$ cat src/design/tmr_consts.svh
// named offsets, field positions and reset values of the timer block
`ifndef TMR_CONSTS_SVH
`define TMR_CONSTS_SVH
// ----------------------------------------------------------------
// register byte addresses
// ----------------------------------------------------------------
`define TMR_A_CONTROL_A   8'h00
`define TMR_A_CONTROL_E   8'h04
`define TMR_A_EVENT_CONTROL  8'h08
`define TMR_A_CONTROL_F   8'h0C
`define TMR_A_STATUS  8'h10
`define TMR_A_CNT     8'h14
`define TMR_A_PER     8'h18
`define TMR_A_PERIOD_BUFFER  8'h1C
`define TMR_A_CMP0    8'h20
`define TMR_A_CMPBUF0 8'h2C
`define TMR_A_STEP    8'h04
// ----------------------------------------------------------------
// field positions
// ----------------------------------------------------------------
`define TMR_A_EN      0
`define TMR_A_CS_LO   1
`define TMR_A_CS_HI   3
`define TMR_A_SPLIT   4
`define TMR_E_DOWN    0
`define TMR_E_LOCK_UPDATE    1
`define TMR_E_UPDTOP  2
`define TMR_V_COUNT_ON_EVENT_ENABLE   0
`define TMR_V_DIREI   1
`define TMR_V_RSTEI   2
// ----------------------------------------------------------------
// values
// ----------------------------------------------------------------
`define TMR_ZERO16    16'h0000
`define TMR_MAX16     16'hFFFF
`define TMR_MAX8      16'h00FF
`define TMR_PER_RST   16'hFFFF
`define TMR_PS_W      10
`define TMR_NCMP      3
`endif

$ cat src/design/tmr_pkg.sv
// types shared by the timer block
package tmr_pkg;
    // count direction after event steering
    typedef enum logic {TMR_UP, TMR_DOWN} tmr_dir_e;
    // whole state of the timer, registered in one process
    typedef struct packed {
        logic [2:0][15:0] cmp;     // compare_value 0..2
        logic [2:0][15:0] cmp_buf; // compare_buffer 0..2
        logic [2:0]       cmp_bv;  // compare_buffer_valid
        logic [15:0]      cnt;     // counter
        logic [15:0]      per;     // period
        logic [15:0]      per_buf; // period_buffer
        logic             per_bv;  // period_buffer_valid
        logic [4:0]       ctrl_a;  // control_a
        logic [2:0]       ctrl_e;  // control_e
        logic [2:0]       evctl;   // event_control
        logic [2:0]       flags;   // sticky ovf, unf, high wrap
        logic [9:0]       pre;     // prescaler count
        logic [2:0]       sy1;     // first sync stage
        logic [2:0]       sy2;     // second sync stage
        logic [2:0]       sy3;     // previous synced level
        logic [5:0]       cmp_ev;  // compare event pulses
        logic             ovf_ev;  // overflow pulse
        logic             unf_ev;  // underflow pulse
        logic             hi_ev;   // high half wrap pulse
        logic             upd_ev;  // update pulse
        logic [31:0]      rdata;   // read data register
    } tmr_state_s;
endpackage : tmr_pkg

$ cat src/design/tmr_top.sv
// buffered 16-bit timer/counter base with an apb register slave
// How it works
// [RQ1] counter, period, compares and buffers are 16-bit
// [RQ2] split mode runs two 8-bit counters
// [RQ3] bottom means counter equals zero
// [RQ4] max means counter all ones
// [RQ5] top means counter equals period
// [RQ6] update copies valid buffers unless lock set
// [RQ7] trigger effects appear on next tick
// [RQ8] tick from prescaled clock or events
// [RQ9] counter compared continuously with zero, period
// [RQ10] enable starts counting at prescaler rate
// [RQ11] count-on-event counts event inputs instead
// [RQ12] counting up wraps to zero after top
// [RQ13] counting down reloads period at bottom
// [RQ14] counter write is immediate and wins
// [RQ15] direction change accepted while running
// [RQ16] period and compares have flagged buffers
// [RQ17] buffer write sets flag, update clears it
// [RQ18] compare and its buffer both writable
// [RQ19] events may steer direction or restart
// [RQ20] unbuffered period write takes effect immediately
// [RQ21] low period written runs counter to wrap
// [RQ22] all updates synchronous, counting only on ticks
// [RQ23] wrap and reload raise overflow, underflow flags
`include "tmr_consts.svh"
`timescale 1ns/100ps
`default_nettype none
module tmr_top
    import tmr_pkg::*;
#(
    parameter logic [15:0] PER_RESET = `TMR_PER_RST // period after reset
) (
    input  wire logic        pclk,             // 50 MHz clock
    input  wire logic        presetn,          // async reset, low
    input  wire logic        psel,             // apb select
    input  wire logic        penable,          // apb access phase
    input  wire logic        pwrite,           // apb write
    input  wire logic [7:0]  paddr,            // apb byte address
    input  wire logic [31:0] pwdata,           // apb write data
    output logic      [31:0] prdata,           // apb read data
    output logic             pready,           // apb ready
    output logic             pslverr,          // apb error
    input  wire logic        count_event_in,   // counting event
    input  wire logic        dir_event_in,     // direction event
    input  wire logic        restart_event_in, // restart event
    output logic      [5:0]  compare_event,    // compare match pulses
    output logic             ovf_event,        // overflow pulse
    output logic             unf_event,        // underflow pulse
    output logic             hi_wrap_event,    // split high wrap
    output logic             update_event      // update pulse
);
    // ----------------------------------------------------------------
    // elaboration check
    // ----------------------------------------------------------------
    // a zero period puts top on bottom and makes update ambiguous
    if (PER_RESET == `TMR_ZERO16) begin : g_bad_per
        $error("PER_RESET must be non-zero");
    end

    // ----------------------------------------------------------------
    // state and helpers
    // ----------------------------------------------------------------
    tmr_state_s s;         // registered state, 16-bit words [RQ1]
    tmr_state_s nxt_s;     // next state
    logic [9:0]  ps_mask;  // prescaler mask
    logic        en;       // enable bit
    logic        split;    // split mode bit
    logic        tick;     // qualified timer_tick
    logic        down;     // effective direction down
    logic [2:0]  rise;     // synced rising edges
    logic        restart;  // qualified restart
    logic        wrap;     // low or full counter wrapped
    logic        upd;      // update condition
    logic        wr;       // apb write strobe
    logic        hit;      // address is mapped
    logic [16:0] r_lo;     // step result low or full
    logic [16:0] r_hi;     // step result high half
    logic        at_bot;   // bottom
    logic        at_max;   // max
    logic        at_top;   // top
    tmr_dir_e    dir;      // direction as enum

    // one counting step: wrap flag and next value
    function automatic logic [16:0] tmr_step(
        input logic [15:0] v,
        input logic [15:0] top,
        input logic [15:0] maxv,
        input logic        dn
    );
        logic [16:0] res;
        res = {1'b0, v};
        if (dn) begin
            // reload with period on bottom
            if (v == `TMR_ZERO16) res = {1'b1, top}; // [RQ13]
            else res = {1'b0, v - 16'h0001};
        end else begin
            // past max the count also wraps, so a low period
            // written under the count runs on to the wrap
            if (v == top || v == maxv) begin
                res = {1'b1, `TMR_ZERO16}; // [RQ12] [RQ21]
            end else begin
                res = {1'b0, v + 16'h0001};
            end
        end
        return res;
    endfunction : tmr_step

    // ----------------------------------------------------------------
    // decode and status
    // ----------------------------------------------------------------
    // control fields
    assign en    = s.ctrl_a[`TMR_A_EN];
    assign split = s.ctrl_a[`TMR_A_SPLIT];
    // edge logic compares the second stage with the third
    assign rise  = s.sy2 & ~s.sy3;
    // event level may override the direction bit
    assign down  = s.evctl[`TMR_V_DIREI] ? s.sy2[1] :
                   s.ctrl_e[`TMR_E_DOWN]; // [RQ15] [RQ19]
    assign dir   = down ? TMR_DOWN : TMR_UP;
    // continuous compares, low byte only in split mode
    assign at_bot = split ? (s.cnt[7:0] == 8'h00) :
                    (s.cnt == `TMR_ZERO16); // [RQ3] [RQ9]
    assign at_max = split ? (s.cnt[7:0] == 8'hFF) :
                    (s.cnt == `TMR_MAX16); // [RQ4]
    assign at_top = split ? (s.cnt[7:0] == s.per[7:0]) :
                    (s.cnt == s.per); // [RQ5] [RQ9]
    // apb is zero wait state
    assign pready = 1'b1;
    assign wr     = psel && penable && pwrite;
    assign prdata = s.rdata;

    // prescaler mask from clock_select
    always_comb begin
        case (s.ctrl_a[`TMR_A_CS_HI:`TMR_A_CS_LO])
            3'h0:    ps_mask = 10'h000;
            3'h1:    ps_mask = 10'h001;
            3'h2:    ps_mask = 10'h003;
            3'h3:    ps_mask = 10'h007;
            3'h4:    ps_mask = 10'h00F;
            3'h5:    ps_mask = 10'h03F;
            3'h6:    ps_mask = 10'h0FF;
            default: ps_mask = 10'h3FF;
        endcase
    end

    // tick source, gated by enable
    assign tick = en && (s.evctl[`TMR_V_COUNT_ON_EVENT_ENABLE] ? rise[0] :
                  ((s.pre & ps_mask) == ps_mask)); // [RQ8] [RQ10] [RQ11]
    assign restart = en && s.evctl[`TMR_V_RSTEI] && rise[2]; // [RQ19]

    // counting steps for full or split operation
    always_comb begin
        if (split) begin
            // two 8-bit halves sharing the direction
            r_lo = tmr_step({8'h00, s.cnt[7:0]},
                            {8'h00, s.per[7:0]}, `TMR_MAX8,
                            down); // [RQ2]
            r_hi = tmr_step({8'h00, s.cnt[15:8]},
                            {8'h00, s.per[15:8]}, `TMR_MAX8,
                            down); // [RQ2]
        end else begin
            r_lo = tmr_step(s.cnt, s.per, `TMR_MAX16, down);
            r_hi = 17'h00000;
        end
    end
    assign wrap = tick && r_lo[16];
    // update at top or at the wrap, as control_e selects
    assign upd  = s.ctrl_e[`TMR_E_UPDTOP] ? (tick && at_top) : wrap;

    // mapped address check
    always_comb begin
        hit = (paddr <= `TMR_A_CMPBUF0 + 8'h08) &&
              (paddr[1:0] == 2'b00);
    end
    assign pslverr = psel && penable && !hit;

    // ----------------------------------------------------------------
    // next state
    // ----------------------------------------------------------------
    always_comb begin
        logic [2:0] set_f;  // flags set this cycle
        logic [2:0] clr_f;  // flags cleared by software
        logic [7:0] a;      // address of a compare slot
        set_f = 3'h0;
        clr_f = 3'h0;
        a     = 8'h00;
        nxt_s = s;
        // synchronisers for event inputs
        nxt_s.sy1 = {restart_event_in, dir_event_in, count_event_in};
        nxt_s.sy2 = s.sy1;
        nxt_s.sy3 = s.sy2;
        // prescaler runs only while enabled
        nxt_s.pre = en ? s.pre + 10'h001 : 10'h000;
        // pulses last one cycle
        nxt_s.cmp_ev = 6'h00;
        nxt_s.ovf_ev = 1'b0;
        nxt_s.unf_ev = 1'b0;
        nxt_s.hi_ev  = 1'b0;
        nxt_s.upd_ev = upd;
        // counting happens only on qualified ticks
        if (tick) begin
            nxt_s.cnt = split ? {r_hi[7:0], r_lo[7:0]} :
                        r_lo[15:0]; // [RQ22]
            // trigger seen now shows on this tick's edge
            nxt_s.ovf_ev = r_lo[16] && !down; // [RQ7] [RQ23]
            nxt_s.unf_ev = r_lo[16] && down;  // [RQ7] [RQ23]
            nxt_s.hi_ev  = split && r_hi[16];
            for (int i = 0; i < `TMR_NCMP; i++) begin
                if (split) begin
                    nxt_s.cmp_ev[i] =
                        s.cnt[7:0] == s.cmp[i][7:0]; // [RQ2] [RQ7]
                    nxt_s.cmp_ev[i+3] =
                        s.cnt[15:8] == s.cmp[i][15:8]; // [RQ2]
                end else begin
                    nxt_s.cmp_ev[i] = s.cnt == s.cmp[i]; // [RQ7]
                end
            end
        end
        // restart event restarts the sequence
        if (restart) begin
            nxt_s.cnt = (dir == TMR_DOWN) ? s.per : `TMR_ZERO16;
        end
        // copy valid buffers at update unless locked
        if (upd && !s.ctrl_e[`TMR_E_LOCK_UPDATE]) begin
            if (s.per_bv) begin
                nxt_s.per    = s.per_buf; // [RQ6]
                nxt_s.per_bv = 1'b0;      // [RQ17]
            end
            for (int i = 0; i < `TMR_NCMP; i++) begin
                if (s.cmp_bv[i]) begin
                    nxt_s.cmp[i]    = s.cmp_buf[i]; // [RQ6]
                    nxt_s.cmp_bv[i] = 1'b0;         // [RQ17]
                end
            end
        end
        // software writes follow counting and update so they win, except a status clear against a flag set
        if (wr && hit) begin
            case (paddr)
                `TMR_A_CONTROL_A:  nxt_s.ctrl_a = pwdata[4:0];
                `TMR_A_CONTROL_E:  nxt_s.ctrl_e = pwdata[2:0]; // [RQ15]
                `TMR_A_EVENT_CONTROL: nxt_s.evctl = pwdata[2:0];
                `TMR_A_STATUS: clr_f = pwdata[2:0];
                `TMR_A_CNT:    nxt_s.cnt = pwdata[15:0]; // [RQ14]
                `TMR_A_PER:    nxt_s.per = pwdata[15:0]; // [RQ20]
                `TMR_A_PERIOD_BUFFER: begin
                    nxt_s.per_buf = pwdata[15:0]; // [RQ16]
                    nxt_s.per_bv  = 1'b1;         // [RQ17]
                end
                default: begin
                    // compare slots and their buffers
                    for (int i = 0; i < `TMR_NCMP; i++) begin
                        a = `TMR_A_CMP0 + 8'(i * `TMR_A_STEP);
                        if (paddr == a) begin
                            nxt_s.cmp[i] = pwdata[15:0]; // [RQ18]
                        end
                        a = `TMR_A_CMPBUF0 + 8'(i * `TMR_A_STEP);
                        if (paddr == a) begin
                            nxt_s.cmp_buf[i] = pwdata[15:0]; // [RQ18]
                            nxt_s.cmp_bv[i]  = 1'b1; // [RQ16] [RQ17]
                        end
                    end
                end
            endcase
        end
        // sticky flags: a set in the clear cycle survives
        set_f = {nxt_s.hi_ev, nxt_s.unf_ev, nxt_s.ovf_ev};
        nxt_s.flags = (s.flags & ~clr_f) | set_f; // [RQ23]
        // read data captured in the setup phase
        if (psel && !penable && !pwrite) begin
            case (paddr)
                `TMR_A_CONTROL_A:  nxt_s.rdata = {27'h0, s.ctrl_a};
                `TMR_A_CONTROL_E:  nxt_s.rdata = {29'h0, s.ctrl_e};
                `TMR_A_EVENT_CONTROL: nxt_s.rdata = {29'h0, s.evctl};
                `TMR_A_CONTROL_F:  nxt_s.rdata = {28'h0, s.cmp_bv,
                                              s.per_bv};
                `TMR_A_STATUS: nxt_s.rdata = {26'h0, at_max, at_bot,
                                              at_top, s.flags};
                `TMR_A_CNT:    nxt_s.rdata = {16'h0, s.cnt};
                `TMR_A_PER:    nxt_s.rdata = {16'h0, s.per};
                `TMR_A_PERIOD_BUFFER: nxt_s.rdata = {16'h0, s.per_buf};
                default: begin
                    nxt_s.rdata = 32'h00000000;
                    for (int i = 0; i < `TMR_NCMP; i++) begin
                        a = `TMR_A_CMP0 + 8'(i * `TMR_A_STEP);
                        if (paddr == a) begin
                            nxt_s.rdata = {16'h0, s.cmp[i]};
                        end
                        a = `TMR_A_CMPBUF0 + 8'(i * `TMR_A_STEP);
                        if (paddr == a) begin
                            nxt_s.rdata = {16'h0, s.cmp_buf[i]};
                        end
                    end
                end
            endcase
        end
    end

    // ----------------------------------------------------------------
    // state register
    // ----------------------------------------------------------------
    always_ff @(posedge pclk or negedge presetn) begin
        if (!presetn) begin
            s     <= '0;
            s.per <= PER_RESET;
        end else begin
            s <= nxt_s; // [RQ22]
        end
    end

    // event outputs straight from flops
    assign compare_event = s.cmp_ev;
    assign ovf_event     = s.ovf_ev;
    assign unf_event     = s.unf_ev;
    assign hi_wrap_event = s.hi_ev;
    assign update_event  = s.upd_ev;

    logic wr_cnt; // software counter write
    logic wr_per; // software period write
    assign wr_cnt = wr && paddr == `TMR_A_CNT;
    assign wr_per = wr && paddr == `TMR_A_PER;
endmodule : tmr_top
`default_nettype wire

$ cat config.mk
export PLATFORM = sky130hd
export DESIGN_NAME = tmr_top
export DESIGN_NICKNAME = d
export VERILOG_FILES = /design/src/design/tmr_pkg.sv /design/src/design/tmr_top.sv
export VERILOG_INCLUDE_DIRS = /design/src /design/src/design
export SDC_FILE = /design/constraint.sdc
export NUM_CORES = 1
export LEC_CHECK = 0
export BUFFER_PORTS_ARGS = -buffer_cell sky130_fd_sc_hd__buf_2
export CORE_MARGIN = 8
export CORE_UTILIZATION = 50
export DETAILED_ROUTE_END_ITERATION = 8
export GPL_TIMING_DRIVEN = 0
export PLACE_DENSITY_LB_ADDON = 0.08
export SLEW_MARGIN = 20
export SYNTH_ARGS = -nofsm -noshare
export SYNTH_HDL_FRONTEND = slang
export SYNTH_SLANG_ARGS = --single-unit
$ cat constraint.sdc
create_clock -name pclk -period 6.75 [get_ports pclk]
set_input_delay 1.35 -clock pclk [delete_from_list [all_inputs] [get_ports pclk]]
set_output_delay 1.35 -clock pclk [all_outputs]
set_load 0.03 [all_outputs]
# After elaboration in Yosys (flattened, before gate mapping)
# Cells that the tools add are included.
# totals
in_bits	48
wordCells	178
out_inout_bits	44
reg_bits	223
# op_classes
reduce_logical	38
magnitude_cmp	1
mux	65
eq_ne	35
bitwise	7
add_sub_neg	7
# ops
operator	n
$mux 16	18
$pmux 32 s8	1
$mux 17	12
$mux 32	5
$mux 159	1
$mux 99	1
$pmux 10 s7	1
$eq 16x16->1	4
$eq 8x8->1	8
$eq 8x6->1 const B	6
$mux 48	1
$eq 8x5->1 const B	4
$logic_not 8->1	3
$add 8x1->9 const B	2
$sub 8x1->9 const B	2
$mux 1	17
$add 16x1->16 const B	1
$eq 16x16->1 const B	1
$eq 8x4->1 const B	2
$eq 8x8->1 const B	2
$logic_and 1x1->1	16
$logic_not 16->1	1
$sub 16x1->16 const B	1
$mux 3	5
22 further kinds	38

# Longest topological paths before layout
# depth
word_depth	13
ltp_mapped	13
mapped_depth_nobuf	9

# Worst setup path before layout
# Ideal clock, no wire load.
# synth_path
path_type	in2out
from	input paddr[1]
to	output pslverr
slack_ns	3.147
t_arrival_ns	2.253
path_stages	3
n_path_buf	0
path_cell_list	or4_4 a41oi_1 nor2_1
# synth_between
elab_chain_len	4
word_cells_on_any_way	5
cone_classes	1 x order compare; 4 x reduce/logical
# synth_rtl
element	line	text
from (decl)	tmr_top.sv:39	input wire logic [7:0] paddr,
$le 8x6->1 or $logic_not 2->1 (tied branches)	tmr_top.sv:173, tmr_top.sv:174	
$logic_and 1x1->1 *	tmr_top.sv:173	hit = (paddr <= `TMR_A_CMPBUF0 + 8'h08) &&
$logic_not 1->1 *	tmr_top.sv:176	assign pslverr = psel && penable && !hit;
$logic_and 1x1->1 *	tmr_top.sv:176	
to (decl)	tmr_top.sv:43	output logic pslverr,
# Mark *: on every way between the ends. The rest lies on a longest branch, timed or not.

==> out/metrics.cfg <==
[timing]
post-route-min-period_ps=3910
finalSetupTns_ps=0
setup_viol=0
slew_headroom_pct=25.3
post-route-period-util_pct=57.9
skew_ps=9.55
finalMaxSlewViolations=0
worst_slew_pin_slew_ps=1090
layout_setup_ws_ps=2840
rsz0062_at_grt=false
fmax_mhz=256
hold_viol=0

[setup_path]
cp-end-kind=register
cpMostUsedCell=clkbuf_1
reg2reg_depth=13
path_class=reg2reg
slowest_stage=or4b_4
rr_startpoint=s[116]$_DFF_PN0_
regToRegSetupSlack_ps=2840
worst_ep_required_time_ps=7140
reg2reg_to=s[184]$_DFF_PN0_
critPathMaxStageDelay_ps=490
cp-start-kind=register
critical_path.max_fanout=10
crit_path_cell_trace=clkbuf_1 -> clkbuf_1 -> inv_1 -> ha_1 -> or4b_4 -> nor2_2 -> o21ai_2 -> o2bb2ai_2 -> nor4b_4 -> buf_6 -> buf_8 -> mux2i_1 -> a21oi_1
crit_arrival_ps=4300

[yosys]
ys_seq_area_share_pct=41.7
avgSynthCellArea_um2=9.78
ys_ff_latch=206
synth.distinct_cells=83
ys.flop_type=dfrtp_1
syn_inst=1268
synth_edf_count=0
synthesis.area_um2=12400
synth-async-reset-ratio_pct=100
ys_warn_count=0

[pwr]
internal_power_mw=2.12
p_clk_share_pct=47.4
pwr-share-comb_pct=7.7
powerDensity_nw_per_um2=203
power.leakage_nw=5.62
power.switching_mw=0.716
p_sw_share_pct=25.2
seqPwrFrac_pct=44.9
irDropWorstVdd_mv=0.185

[final_layout]
antenna_cells=0
final_util_pct=57.4
nets=1410
mostFrequentLayoutCell=dfrtp_1
multi_input_area_um2=6390
most-common-layout-cells=dfrtp_1, nor2_1, nand2_1
area_delta_synth_final_pct=12.6
drive_above_1_share_pct=20.4
n_fill_cell=2220
regArea_um2=5170

[cts]
postCtsHoldBufs=0
insertion_delay_ps=530
post_cts_buffers=0
cts_resized=0
clk_pin_slew_worst_paths_ps=60
max-clock-path-buffers=3
cts_tree=yes
cts.sinks=206
cts_buffers=25
htree_levels=1
ctsRootBufferMaster=clkbuf_16

[placed_design]
port_buffers=45
hpwl_mm=29.8
dp_slack_ps=2480
gp_congestion=0.937

[route]
wl_mm=39.9
drt_drc_violations_left=0
wire_per_inst_um=23.5
ant_nets=0
dr.pass1.iters=5
via_per_inst=6.16
drtIter0Drc=1033
vias=10400

[flow_run]
cap_violations=0

[floorplanning]
die_w_um=173
core_um2=24300
ios=92
die_area_um2=30100
fp.dieH_um=173
row_count=57
initial_utilization_pct=51.0

[status]
status=finished clean

[worst_hold_path]
hp-start=nxt_s[45]$_DFF_PN0_
min_to=nxt_s[42]$_DFF_PN0_
hold_depth=0
hp-class=reg2reg

[global_route]
grt_pass1_wl_mm=62.4
grt_max_degree=100
grt_pass1_vias=10500
gr-usage-all-layers_pct=26.1
antenna_found_initial=2
overflow=0

## cells in the mapped netlist (all sizes together), types with 11 or more instances
cell,number,area [µm²]
or3,11,68.8
o21ai,72,364
nand3,31,155
dfstp,16,420
a31oi,20,125
o31ai,11,96.3
buf,82,596
mux2i,67,671
nand2,97,364
nor3,16,108
inv,12,45.0
nand4,28,175
xnor2,72,631
xor2,14,123
a22oi,36,270
a222oi,14,140
nor2,109,422
clkbuf,64,250
mux2,77,901
and3,14,87.6
dfrtp,190,4750
a21oi,61,305
## power by group through the flow
stage                     clock network (mW)  logic (mW)  registers (mW)
after floorplan                            0       0.140            1.29
after global placement                     0       0.214            1.29
after detailed placement                   0       0.219            1.29
after CTS                               1.37       0.219            1.27
after global routing                    1.42       0.236            1.27
final                                   1.35       0.218            1.27
## layer usage
layer / share of wire, % / track usage (%) / up-vias / routed length, µm
met1: 43 / 35.3 / 5161 / 17400
met4: 3.0 / 8.73 / 0 / 1210
met5: 0 / 0 / - / 0
li1: - / - / 4760 / -
met2: 46 / 41.8 / 448 / 18400
met3: 7.4 / 4.31 / 79 / 2970
## final cells by class
cell class / instances / share of cell area, %
clock buffers: 31 / 4.78
multi-input cells: 919 / 45.7
repair buffers: 47 / 2.08
well taps: 324 / 2.90
plain buffers: 146 / 6.06
flip-flops and latches: 206 / 37.1
inverters: 12 / 0.323
clock inverters: 12 / 1.05
## critical path, delay by kind of cell, from the launching register on
kind	cells	cell delay, ps
buf+inv	5	1130
compound gates	3	610
flops	1	380
simple gates	3	1120
mux	1	220
fa+ha+maj	1	280
## stage by stage
| step | std cells | power [mW] | cell area (µm²) | hold WS [ps] |
|---|---|---|---|---|
| 2_1_floorplan | 1283 | 1.43 | 12500 | 331 |
| 3_3_place_gp | 1652 | 1.51 | 13100 | 334 |
| 3_5_place_dp | 1654 | 1.51 | 13100 | 339 |
| 4_1_cts | 1697 | 2.86 | 14000 | 354 |
| 5_1_grt | 1697 | 2.93 | 14000 | 354 |
| 6_report | 1697 | 2.84 | 14000 | 352 |
## logic make-up after synthesis
logic type               after synthesis  synth area share (%)
other                                  2                0.0606
multiplexers                         144                  12.7
flip-flops                           206                  41.7
adder cells (fa/ha/maj)                5                 0.505
AND/OR/NAND/NOR                      361                  15.0
buffers and inverters                158                  7.19
XOR/XNOR                              86                  6.08
AO/OA/AOI/OAI                        306                  16.7
## worst max path at each step
stage | cells past startpoint | end | from
floorplan | 3 | pslverr | paddr[1]
global placement | 1 | s[140]$_DFFE_PN0P_ | presetn
detailed placement | 7 | prdata[12]$_DFFE_PN0P_ | paddr[1]
CTS | 13 | s[181]$_DFF_PN0_ | s[116]$_DFF_PN0_
global route | 13 | s[184]$_DFF_PN0_ | s[116]$_DFF_PN0_
finish | 13 | s[184]$_DFF_PN0_ | s[116]$_DFF_PN0_
## state kept, by name (all words and copies together) (netlist names)
name and flops:
update_event 1, s 173, en 1, prdata 16, compare_event 6, nxt_s 6
ovf_event 1, unf_event 1, hi_wrap_event 1
No activity file was read; power rests on OpenSTA's default activity.
